### config.mk
export PLATFORM = sky130hd
export DESIGN_NAME = write_lane_mask
export DESIGN_NICKNAME = d
export VERILOG_FILES = /design/src/core/wlm_pkg.sv /design/src/core/lane_mask.sv /design/src/core/pin_sync.sv /design/src/core/write_lane_mask.sv
export SDC_FILE = /design/constraint.sdc
export NUM_CORES = 2
export LEC_CHECK = 0
export BUFFER_PORTS_ARGS = -buffer_cell sky130_fd_sc_hd__buf_2
export CAP_MARGIN = 20
export CORE_ASPECT_RATIO = 1.75
export CORE_MARGIN = 5
export CORE_UTILIZATION = 35
export DETAILED_ROUTE_END_ITERATION = 10
export GPL_ROUTABILITY_DRIVEN = 0
export PLACE_DENSITY = 0.59
export REMOVE_ABC_BUFFERS = 1
export SLEW_MARGIN = 30
export SYNTH_ARGS = -nofsm -noshare
export SYNTH_HDL_FRONTEND = slang
export SYNTH_SLANG_ARGS = --single-unit
### constraint.sdc
create_clock -name hclk -period 7.45 [get_ports hclk]
set_clock_uncertainty 0.05 [all_clocks]
set_input_delay 1.49 -clock hclk [delete_from_list [all_inputs] [get_ports hclk]]
set_output_delay 1.49 -clock hclk [all_outputs]
set_load 0.05 [all_outputs]
### src/core/wlm_pkg.sv
package wlm_pkg;

  // Array word and lane geometry
  localparam int DATA_W = 36;
  localparam int LANE_W = 9;
  localparam int LANES  = 4;
  localparam int NIB_W  = 4;
  localparam int ADDR_W = 4;
  localparam int DEPTH  = 16;
  localparam int WORD_W = 2 * DATA_W;

  // Register byte offsets
  localparam logic [7:0] CTRL_OFF   = 8'h00;
  localparam logic [7:0] STATUS_OFF = 8'h04;
  localparam logic [7:0] RDADDR_OFF = 8'h08;
  localparam logic [7:0] RDDATA_OFF = 8'h0c;

  // Field positions
  localparam int CTRL_ORG_LSB   = 0;
  localparam int CTRL_EN_BIT    = 2;
  localparam int RDADDR_SEL_LSB = 4;
  localparam int STAT_BUSY_BIT  = 0;
  localparam int STAT_CNT_LSB   = 16;

  // Organization of the write word
  typedef enum logic [1:0] {
    ORG_X8  = 2'b00,
    ORG_X9  = 2'b01,
    ORG_X18 = 2'b10,
    ORG_X36 = 2'b11
  } org_e;

  // Write port sequencing
  typedef enum logic [0:0] {
    ST_IDLE  = 1'b0,
    ST_BEAT1 = 1'b1
  } wr_state_e;

  // Values after reset
  localparam org_e       ORG_RST = ORG_X36;
  localparam logic       EN_RST  = 1'b1;
  localparam logic [15:0] CNT_RST = 16'h0000;

  // Write port pins travelling together
  typedef struct packed {
    logic              k_pos;
    logic              k_neg;
    logic              sel_n;
    logic [ADDR_W-1:0] addr;
    logic [LANES-1:0]  bws_n;
    logic [1:0]        nws_n;
    logic [DATA_W-1:0] data;
  } pins_s;

  // Pins idle high: clocks stopped high, port deselected
  localparam pins_s PINS_RST = '1;

endpackage : wlm_pkg

### src/core/lane_mask.sv
`timescale 1ns/1ns
`default_nettype none
module lane_mask (
  input  wire wlm_pkg::org_e                org,
  input  wire logic [wlm_pkg::LANES-1:0]    bws_n,
  input  wire logic [1:0]                   nws_n,
  output logic      [wlm_pkg::DATA_W-1:0]   mask
);

  logic [wlm_pkg::DATA_W-1:0] lane_bits;

  // One nine-bit lane per select; active lane count follows organization
  for (genvar i = 0; i < wlm_pkg::LANES; i++) begin : g_lane
    logic en;
    always_comb begin
      case (org)
        wlm_pkg::ORG_X36: en = ~bws_n[i];
        wlm_pkg::ORG_X18: en = (i < 2) && !bws_n[i];
        wlm_pkg::ORG_X9:  en = (i == 0) && !bws_n[i];
        default:          en = 1'b0;
      endcase
    end
    assign lane_bits[i*wlm_pkg::LANE_W +: wlm_pkg::LANE_W] = {wlm_pkg::LANE_W{en}};
  end

  // Byte-wide part uses nibble selects instead
  always_comb begin
    if (org == wlm_pkg::ORG_X8) begin
      mask = '0;
      mask[wlm_pkg::NIB_W-1:0]              = {wlm_pkg::NIB_W{~nws_n[0]}};
      mask[2*wlm_pkg::NIB_W-1:wlm_pkg::NIB_W] = {wlm_pkg::NIB_W{~nws_n[1]}};
    end else begin
      mask = lane_bits;
    end
  end

endmodule : lane_mask
`default_nettype wire

### src/core/pin_sync.sv
`timescale 1ns/1ns
`default_nettype none
module pin_sync (
  input  wire logic          hclk,
  input  wire logic          hresetn,
  input  wire wlm_pkg::pins_s d,
  output var  wlm_pkg::pins_s q
);

  wlm_pkg::pins_s meta_q;

  // Two-stage synchroniser; first stage feeds only the second
  always_ff @(posedge hclk or negedge hresetn) begin
    if (!hresetn) begin
      meta_q <= wlm_pkg::PINS_RST;
      q      <= wlm_pkg::PINS_RST;
    end else begin
      meta_q <= d;
      q      <= meta_q;
    end
  end

endmodule : pin_sync
`default_nettype wire

### src/core/write_lane_mask.sv
`timescale 1ns/1ns
`default_nettype none
module write_lane_mask (
  input  wire logic                        hclk,
  input  wire logic                        hresetn,
  input  wire logic                        hsel,
  input  wire logic [31:0]                 haddr,
  input  wire logic [1:0]                  htrans,
  input  wire logic                        hwrite,
  input  wire logic [2:0]                  hsize,
  input  wire logic [31:0]                 hwdata,
  input  wire logic                        hready,
  output logic      [31:0]                 hrdata,
  output logic                             hreadyout,
  output logic                             hresp,
  input  wire logic                        input_timing_pos,
  input  wire logic                        input_timing_neg,
  input  wire logic                        wr_port_sel_n,
  input  wire logic [wlm_pkg::ADDR_W-1:0]  wr_addr_in,
  input  wire logic [wlm_pkg::LANES-1:0]   lane_write_select_n,
  input  wire logic [1:0]                  half_lane_write_select_n,
  input  wire logic [wlm_pkg::DATA_W-1:0]  wr_bus_in,
  output logic                             rd_bus_oe,
  output logic                             wr_busy
);

  wlm_pkg::pins_s             pins_raw;
  wlm_pkg::pins_s             pins;
  logic                       pos_prev_q;
  logic                       neg_prev_q;
  logic                       pos_rise;
  logic                       neg_rise;
  logic [wlm_pkg::DATA_W-1:0] cur_mask;
  wlm_pkg::wr_state_e         state_q;
  logic [wlm_pkg::DATA_W-1:0] lo_data_q;
  logic [wlm_pkg::DATA_W-1:0] lo_mask_q;
  logic                       commit_q;
  logic [wlm_pkg::ADDR_W-1:0] waddr_q;
  logic [wlm_pkg::WORD_W-1:0] wmask_q;
  logic [wlm_pkg::WORD_W-1:0] wnew_q;
  logic [wlm_pkg::WORD_W-1:0] wold_q;
  logic [wlm_pkg::WORD_W-1:0] new_word;
  logic [wlm_pkg::WORD_W-1:0] new_mask;
  logic [wlm_pkg::WORD_W-1:0] mem [wlm_pkg::DEPTH];
  logic [15:0]                cnt_q;
  wlm_pkg::org_e              org_q;
  logic                       en_q;
  logic [wlm_pkg::ADDR_W-1:0] rd_addr_q;
  logic [1:0]                 rd_sel_q;
  logic                       ap;
  logic                       dp_wr_q;
  logic                       dp_rd_q;
  logic [7:0]                 dp_addr_q;
  logic [31:0]                rd_mux;
  logic [wlm_pkg::WORD_W-1:0] rd_word;
  logic [wlm_pkg::WORD_W-1:0] org_span;

  // Pin bundle into the bus clock domain
  assign pins_raw = '{k_pos: input_timing_pos, k_neg: input_timing_neg, sel_n: wr_port_sel_n,
                      addr: wr_addr_in, bws_n: lane_write_select_n,
                      nws_n: half_lane_write_select_n, data: wr_bus_in};

  pin_sync u_sync (
    .hclk    (hclk),
    .hresetn (hresetn),
    .d       (pins_raw),
    .q       (pins)
  );

  // Rising edges of the two write clocks
  always_ff @(posedge hclk or negedge hresetn) begin
    if (!hresetn) begin
      pos_prev_q <= 1'b1;
      neg_prev_q <= 1'b1;
    end else begin
      pos_prev_q <= pins.k_pos;
      neg_prev_q <= pins.k_neg;
    end
  end

  assign pos_rise = pins.k_pos & ~pos_prev_q;
  assign neg_rise = pins.k_neg & ~neg_prev_q;

  // Per-beat lane enables from the current selects
  lane_mask u_mask (
    .org   (org_q),
    .bws_n (pins.bws_n),
    .nws_n (pins.nws_n),
    .mask  (cur_mask)
  );

  // Write burst sequencing; request only honoured while idle
  always_ff @(posedge hclk or negedge hresetn) begin
    if (!hresetn) begin
      state_q <= wlm_pkg::ST_IDLE;
    end else begin
      case (state_q)
        wlm_pkg::ST_IDLE: begin
          if (pos_rise && !pins.sel_n && en_q) begin
            state_q <= wlm_pkg::ST_BEAT1;
          end
        end
        wlm_pkg::ST_BEAT1: begin
          if (neg_rise) begin
            state_q <= wlm_pkg::ST_IDLE;
          end
        end
        default: state_q <= wlm_pkg::ST_IDLE;
      endcase
    end
  end

  // Lower beat and its own lane pattern
  always_ff @(posedge hclk or negedge hresetn) begin
    if (!hresetn) begin
      lo_data_q <= '0;
      lo_mask_q <= '0;
    end else if (state_q == wlm_pkg::ST_IDLE && pos_rise && !pins.sel_n && en_q) begin
      lo_data_q <= pins.data;
      lo_mask_q <= cur_mask;
    end
  end

  // Upper beat joins lower beat; masks kept apart per beat
  assign new_word = {pins.data, lo_data_q};
  assign new_mask = {cur_mask, lo_mask_q};

  // Commit record: address, mask, old and new contents
  always_ff @(posedge hclk or negedge hresetn) begin
    if (!hresetn) begin
      commit_q <= 1'b0;
      waddr_q  <= '0;
      wmask_q  <= '0;
      wnew_q   <= '0;
      wold_q   <= '0;
    end else begin
      commit_q <= (state_q == wlm_pkg::ST_BEAT1) && neg_rise;
      if (state_q == wlm_pkg::ST_BEAT1 && neg_rise) begin
        waddr_q <= pins.addr;
        wmask_q <= new_mask;
        wnew_q  <= new_word;
        wold_q  <= mem[pins.addr];
      end
    end
  end

  // Array write merges only enabled lanes into the old word
  always_ff @(posedge hclk) begin
    if (state_q == wlm_pkg::ST_BEAT1 && neg_rise) begin
      mem[pins.addr] <= (mem[pins.addr] & ~new_mask) | (new_word & new_mask);
    end
  end

  // Completed burst counter
  always_ff @(posedge hclk or negedge hresetn) begin
    if (!hresetn) begin
      cnt_q <= wlm_pkg::CNT_RST;
    end else if (commit_q) begin
      cnt_q <= cnt_q + 16'h0001;
    end
  end

  // Pin-facing status; read path absent so data outputs stay released
  always_ff @(posedge hclk or negedge hresetn) begin
    if (!hresetn) begin
      rd_bus_oe <= 1'b0;
      wr_busy   <= 1'b0;
    end else begin
      rd_bus_oe <= 1'b0;
      wr_busy   <= (state_q == wlm_pkg::ST_BEAT1);
    end
  end

  // Bus address phase capture
  assign ap = hsel && htrans[1] && hready;

  always_ff @(posedge hclk or negedge hresetn) begin
    if (!hresetn) begin
      dp_wr_q   <= 1'b0;
      dp_rd_q   <= 1'b0;
      dp_addr_q <= '0;
    end else begin
      dp_wr_q <= ap && hwrite;
      dp_rd_q <= ap && !hwrite;
      if (ap) begin
        dp_addr_q <= haddr[7:0];
      end
    end
  end

  // Register writes in the data phase
  always_ff @(posedge hclk or negedge hresetn) begin
    if (!hresetn) begin
      org_q     <= wlm_pkg::ORG_RST;
      en_q      <= wlm_pkg::EN_RST;
      rd_addr_q <= '0;
      rd_sel_q  <= '0;
    end else if (dp_wr_q) begin
      if (dp_addr_q == wlm_pkg::CTRL_OFF) begin
        org_q <= wlm_pkg::org_e'(hwdata[wlm_pkg::CTRL_ORG_LSB +: 2]);
        en_q  <= hwdata[wlm_pkg::CTRL_EN_BIT];
      end
      if (dp_addr_q == wlm_pkg::RDADDR_OFF) begin
        rd_addr_q <= hwdata[wlm_pkg::ADDR_W-1:0];
        rd_sel_q  <= hwdata[wlm_pkg::RDADDR_SEL_LSB +: 2];
      end
    end
  end

  // Read multiplexer; unmapped offsets read zero
  assign rd_word = mem[rd_addr_q];

  always_comb begin
    rd_mux = 32'h0000_0000;
    case (dp_addr_q)
      wlm_pkg::CTRL_OFF: begin
        rd_mux[wlm_pkg::CTRL_ORG_LSB +: 2] = org_q;
        rd_mux[wlm_pkg::CTRL_EN_BIT]       = en_q;
      end
      wlm_pkg::STATUS_OFF: begin
        rd_mux[wlm_pkg::STAT_BUSY_BIT]      = (state_q == wlm_pkg::ST_BEAT1);
        rd_mux[wlm_pkg::STAT_CNT_LSB +: 16] = cnt_q;
      end
      wlm_pkg::RDADDR_OFF: begin
        rd_mux[wlm_pkg::ADDR_W-1:0]         = rd_addr_q;
        rd_mux[wlm_pkg::RDADDR_SEL_LSB +: 2] = rd_sel_q;
      end
      wlm_pkg::RDDATA_OFF: begin
        case (rd_sel_q)
          2'h0:    rd_mux = rd_word[31:0];
          2'h1:    rd_mux = {28'h0000000, rd_word[35:32]};
          2'h2:    rd_mux = rd_word[67:36];
          default: rd_mux = {28'h0000000, rd_word[71:68]};
        endcase
      end
      default: rd_mux = 32'h0000_0000;
    endcase
  end

  // Reads take one wait state so a preceding write is visible
  always_ff @(posedge hclk or negedge hresetn) begin
    if (!hresetn) begin
      hreadyout <= 1'b1;
      hrdata    <= 32'h0000_0000;
      hresp     <= 1'b0;
    end else begin
      hreadyout <= !(ap && !hwrite);
      hresp     <= 1'b0;
      if (dp_rd_q) begin
        hrdata <= rd_mux;
      end
    end
  end

  // Bits the organization can ever hold; the rest of the array stays unknown
  always_comb begin
    case (org_q)
      wlm_pkg::ORG_X8:  org_span = {2{36'h0000000ff}};
      wlm_pkg::ORG_X9:  org_span = {2{36'h0000001ff}};
      wlm_pkg::ORG_X18: org_span = {2{36'h00003ffff}};
      default:          org_span = {2{36'hfffffffff}};
    endcase
  end

  // Checks on beat capture, lane merging and released data outputs
  a_first_beat_taken: assert property (@(posedge hclk) disable iff (!hresetn)
    (state_q == wlm_pkg::ST_IDLE && pos_rise && !pins.sel_n && en_q)
      |=> (state_q == wlm_pkg::ST_BEAT1 && lo_data_q == $past(pins.data)))
    else $error("first beat not captured");

  a_second_beat_commit: assert property (@(posedge hclk) disable iff (!hresetn)
    (state_q == wlm_pkg::ST_BEAT1 && neg_rise)
      |=> (commit_q && waddr_q == $past(pins.addr) && wnew_q[71:36] == $past(pins.data)))
    else $error("second beat or address not committed");

  a_lane_kept: assert property (@(posedge hclk) disable iff (!hresetn)
    commit_q |-> (((mem[waddr_q] ^ wold_q) & ~wmask_q & org_span) == '0))
    else $error("unselected lane altered");

  a_lane_stored: assert property (@(posedge hclk) disable iff (!hresetn)
    commit_q |-> (((mem[waddr_q] ^ wnew_q) & wmask_q) == '0))
    else $error("selected lane not stored");

  a_x8_full: assert property (@(posedge hclk) disable iff (!hresetn)
    (org_q == wlm_pkg::ORG_X8 && pins.nws_n == 2'b00) |-> cur_mask == 36'h0000000ff)
    else $error("byte mode full mask wrong");

  a_x8_nibble: assert property (@(posedge hclk) disable iff (!hresetn)
    (org_q == wlm_pkg::ORG_X8 && pins.nws_n[0] != pins.nws_n[1])
      |-> cur_mask == (pins.nws_n[0] ? 36'h0000000f0 : 36'h00000000f))
    else $error("byte mode nibble mask wrong");

  a_x18_full: assert property (@(posedge hclk) disable iff (!hresetn)
    (org_q == wlm_pkg::ORG_X18 && pins.bws_n[1:0] == 2'b00) |-> cur_mask == 36'h00003ffff)
    else $error("eighteen-bit full mask wrong");

  a_x18_lane: assert property (@(posedge hclk) disable iff (!hresetn)
    (org_q == wlm_pkg::ORG_X18 && pins.bws_n[0] != pins.bws_n[1])
      |-> cur_mask == (pins.bws_n[0] ? 36'h00003fe00 : 36'h0000001ff))
    else $error("eighteen-bit lane mask wrong");

  a_narrow_none: assert property (@(posedge hclk) disable iff (!hresetn)
    ((org_q == wlm_pkg::ORG_X8 && pins.nws_n == 2'b11)
     || (org_q == wlm_pkg::ORG_X18 && pins.bws_n[1:0] == 2'b11)) |-> cur_mask == '0)
    else $error("nothing should be stored");

  a_x9_select: assert property (@(posedge hclk) disable iff (!hresetn)
    (org_q == wlm_pkg::ORG_X9)
      |-> cur_mask == (pins.bws_n[0] ? 36'h000000000 : 36'h0000001ff))
    else $error("nine-bit mask wrong");

  a_x36_full: assert property (@(posedge hclk) disable iff (!hresetn)
    (org_q == wlm_pkg::ORG_X36 && pins.bws_n == 4'h0) |-> cur_mask == 36'hfffffffff)
    else $error("thirty-six full mask wrong");

  a_x36_low_lanes: assert property (@(posedge hclk) disable iff (!hresetn)
    (org_q == wlm_pkg::ORG_X36 && (pins.bws_n == 4'he || pins.bws_n == 4'hd))
      |-> cur_mask == (pins.bws_n[0] ? 36'h00003fe00 : 36'h0000001ff))
    else $error("thirty-six low lane mask wrong");

  a_x36_high_lanes: assert property (@(posedge hclk) disable iff (!hresetn)
    (org_q == wlm_pkg::ORG_X36 && (pins.bws_n == 4'hb || pins.bws_n == 4'h7))
      |-> cur_mask == (pins.bws_n[2] ? 36'hff8000000 : 36'h007fc0000))
    else $error("thirty-six high lane mask wrong");

  a_x36_none: assert property (@(posedge hclk) disable iff (!hresetn)
    (org_q == wlm_pkg::ORG_X36 && pins.bws_n == 4'hf) |-> cur_mask == '0)
    else $error("thirty-six none mask wrong");

  a_beat_masks_apart: assert property (@(posedge hclk) disable iff (!hresetn)
    (state_q == wlm_pkg::ST_BEAT1 && neg_rise)
      |=> wmask_q == {$past(cur_mask), $past(lo_mask_q)})
    else $error("beat masks mixed");

  a_outputs_released: assert property (@(posedge hclk) disable iff (!hresetn)
    $rose(hresetn) |-> !rd_bus_oe [*4])
    else $error("data outputs driven after power-up");

endmodule : write_lane_mask
`default_nettype wire

==> results_dict.tcl <==
set metrics [dict create \
    startpoint_type "register" \
    initial_utilization_pct 35.1 \
    synth_edf_count 1152 \
    startpoint "u_sync.q[43]" \
    postCtsSetupRepairBufs 0 \
    synth_top_area_share_pct 57.1 \
    numPortBuffers 102 \
    cts_resized 0 \
    leakage_uw 0.0216 \
    ys_warn_count 0 \
    layout_common_cells "edfxtp_1 (1152), mux4_2 (620), mux2_2 (148), nand2_1 (128), clkbuf_16 (120)" \
    crit_type "reg2reg" \
    worstPathArrival_ps 4410 \
    dieArea_sq_um 182000 \
    finalSetupTns_ps 0 \
    whs_ps 291 \
    rsz0062_at_grt "false" \
    synthMuxAreaShare_pct 27.8 \
    viasPerCell 5.81 \
    final_common_cell "edfxtp_1" \
    dp_hpwl_um 93500 \
    die_h_um 560 \
    die_w_um 324 \
    ys_ff_latch 1365 \
    areaGrowthSynthToFinish_pct 12.1 \
    synthFlopType "edfxtp_1" \
    ant_nets 0 \
    setup_slack_ps 3400 \
    fp.coreArea_sq_um 173000 \
    grt-ovfl-total 0 \
    crit_path_end_kind "register" \
    cts_htree_levels 3 \
    clk_pin_slew_ps 70 \
    slew_headroom_pct 26.7 \
    hold_start "u_sync.meta_q[0]" \
    yosysTopAreaCell "edfxtp_1" \
    power.density_nw_per_um2 247 \
    rows 202 \
    hp-class "reg2reg" \
    ir_drop_mv 0.210 \
    async_flop_share_pct 15.6 \
    drtIter0Drc 2698 \
    fmax_mhz 247 \
    grt_pass1_wl_um 244000 \
    fin_crit_ps 4050 \
    fin_crit_sh_pct 54.4 \
    antenna_found_initial 6 \
    root_buffer "clkbuf_16" \
    numCtsBuffers 120 \
    first_pass_iters 6 \
    fill_cells 15293 \
    drc 0 \
    synth_xor_area_share_pct 0.217 \
    syn_avg_cell_area_sq_um 20.6 \
    grt_max_degree 135 \
    slowest_stage "dfstp_4" \
    via_count 31244 \
    synthSimpleGateAreaFrac_pct 2.27 \
    max-clock-path-buffers 3 \
    synth_top_family_by_area "multiplexers" \
    finalPower_uw 16800 \
    routed_wl_um 169000 \
    place_ws_ps 3390 \
    slowest_delay_ps 1120 \
    critPathMaxFanout 55 \
    cts_tree "built" \
    fin_nets 3155 \
    drv_slew 0 \
    synth_fa_ha_area_share_pct 0.0826 \
    ys_seq_area_share_pct 66.1 \
    outcome "complete, no violations" \
    finalHoldViolCount 0 \
    critPathRequiredTime_ps 7810 \
    synth_compound_area_share_pct 1.74 \
    clk_latency_ps 730 \
    synth_area_leaders "edfxtp_1 (57%), mux4_2 (23%), dfstp_2 (4.5%)" \
    cts_sinks 1365 \
    wire_per_inst_um 31.4 \
    grt_pass1_vias 33883 \
    grt_util_all_layers_pct 18.3 \
    r2r-start "u_sync.q[43]" \
    crit_chain "buf_4, buf_4, mux4_2, mux4_2, mux2_2" \
    max_cap_viol_count 0 \
    cts_hold_buf 0 \
    setup_viol 0 \
    drive_above_1_share_pct 40.7 \
    synth_cells 2936 \
    syn_area_sq_um 60600 \
    tightest_slew_ps 1070 \
    synth_cell_type_count 54 \
    io_pins 159 \
]
==> path summary, 6_finish.rpt <==
kind / to / slack (ps) / cells past startpoint
max: mem[9][7] / 3400 / 5
min: u_sync.q[0] / 290 / 0
max reg2reg: mem[9][7] / 3400 / 5
min reg2reg: u_sync.q[0] / 290 / 0
max in group asynchronous: lo_mask_q[26] / 5080 / 2
min in group asynchronous: hrdata[18] / 730 / 1
==> layer usage <==
metal | share of wire [%] | track usage (%) | wire (um)
met5 | 0.016 | 0 | 27
met4 | 2.9 | 5.08 | 4980
met3 | 5.5 | 2.33 | 9310
met2 | 54 | 34.2 | 91300
met1 | 38 | 22.3 | 63400
==> final cells by class <==
class	instances	area [sq um]	share of cell area (%)
Sequential cell	1365	40100	59.0
Multi-Input combinational cell	1353	19600	28.9
Clock buffer	148	3200	4.71
Tap cell	2244	2810	4.14
Timing Repair Buffer	173	1230	1.82
Clock inverter	78	907	1.34
Inverter	15	56.3	0.0829
Antenna cell	2	5.00	0.00737
==> synthesized netlist by cell type, types with 3 or more instances <==
master	count
a22oi_1	37
a21oi_1	19
mux2i_1	118
clkbuf_1	93
nor2b_1	8
nand3b_1	3
buf_4	39
o221ai_1	5
dfrtp_1	109
xnor2_1	10
nor3_1	18
edfxtp_1	1152
nand3_1	45
or3_1	5
a221oi_1	6
and2_1	3
a211o_1	7
nand4_1	13
mux4_2	620
o211ai_1	14
xor2_1	5
a31oi_1	9
buf_2	44
or2_2	3
nor2_1	45
o21ai_0	10
a221o_1	5
nand2_1	128
o22a_1	3
nand2b_1	8
dfstp_2	104
a211oi_1	8
o22ai_1	18
buf_6	7
buf_1	21
inv_1	14
and3_1	10
ha_1	4
mux2_2	148
==> sequential cells by signal (all words and copies together) (netlist names), 2 cells and up <==
register,count
cnt_q,16
dp_addr_q,8
hrdata,32
lo_data_q,36
lo_mask_q,6
mem,1152
org_q,2
rd_addr_q,4
rd_sel_q,2
u_sync.meta_q,49
u_sync.q,49
==> power by group <==
group,total [uW],switching [uW],internal [uW]
Clock,6570,2880,3680
Sequential,8850,148,8700
Combinational,1340,796,547
==> through the flow <==
step / std cells / area [sq um] / utilization (%)
after floorplan: 2733 / 59500 / -
after global placement: 5149 / 63700 / 36.9
after detailed placement: 5149 / 63800 / 36.9
after CTS: 5375 / 67900 / 39.3
after global routing: 5377 / 67900 / 39.3
final: 5378 / 67900 / 39.3
==> critical path: cells and delay by family (launching register included) <==
| family | cells | cell delay (ps) |
|---|---|---|
| multiplexers | 3 | 1240 |
| buffers and inverters | 2 | 1260 |
| flip-flops | 1 | 1120 |
==> cell families after synthesis <==
group | count (synthesis)
AOI/OAI and AO/OA | 149
xor gates and xnor gates | 15
adders and majority gates | 4
buffers and inverters | 219
DFF | 1365
muxes | 886
other | 1
and+or+nand+nor | 297
(Power assumes the default switching activity.)
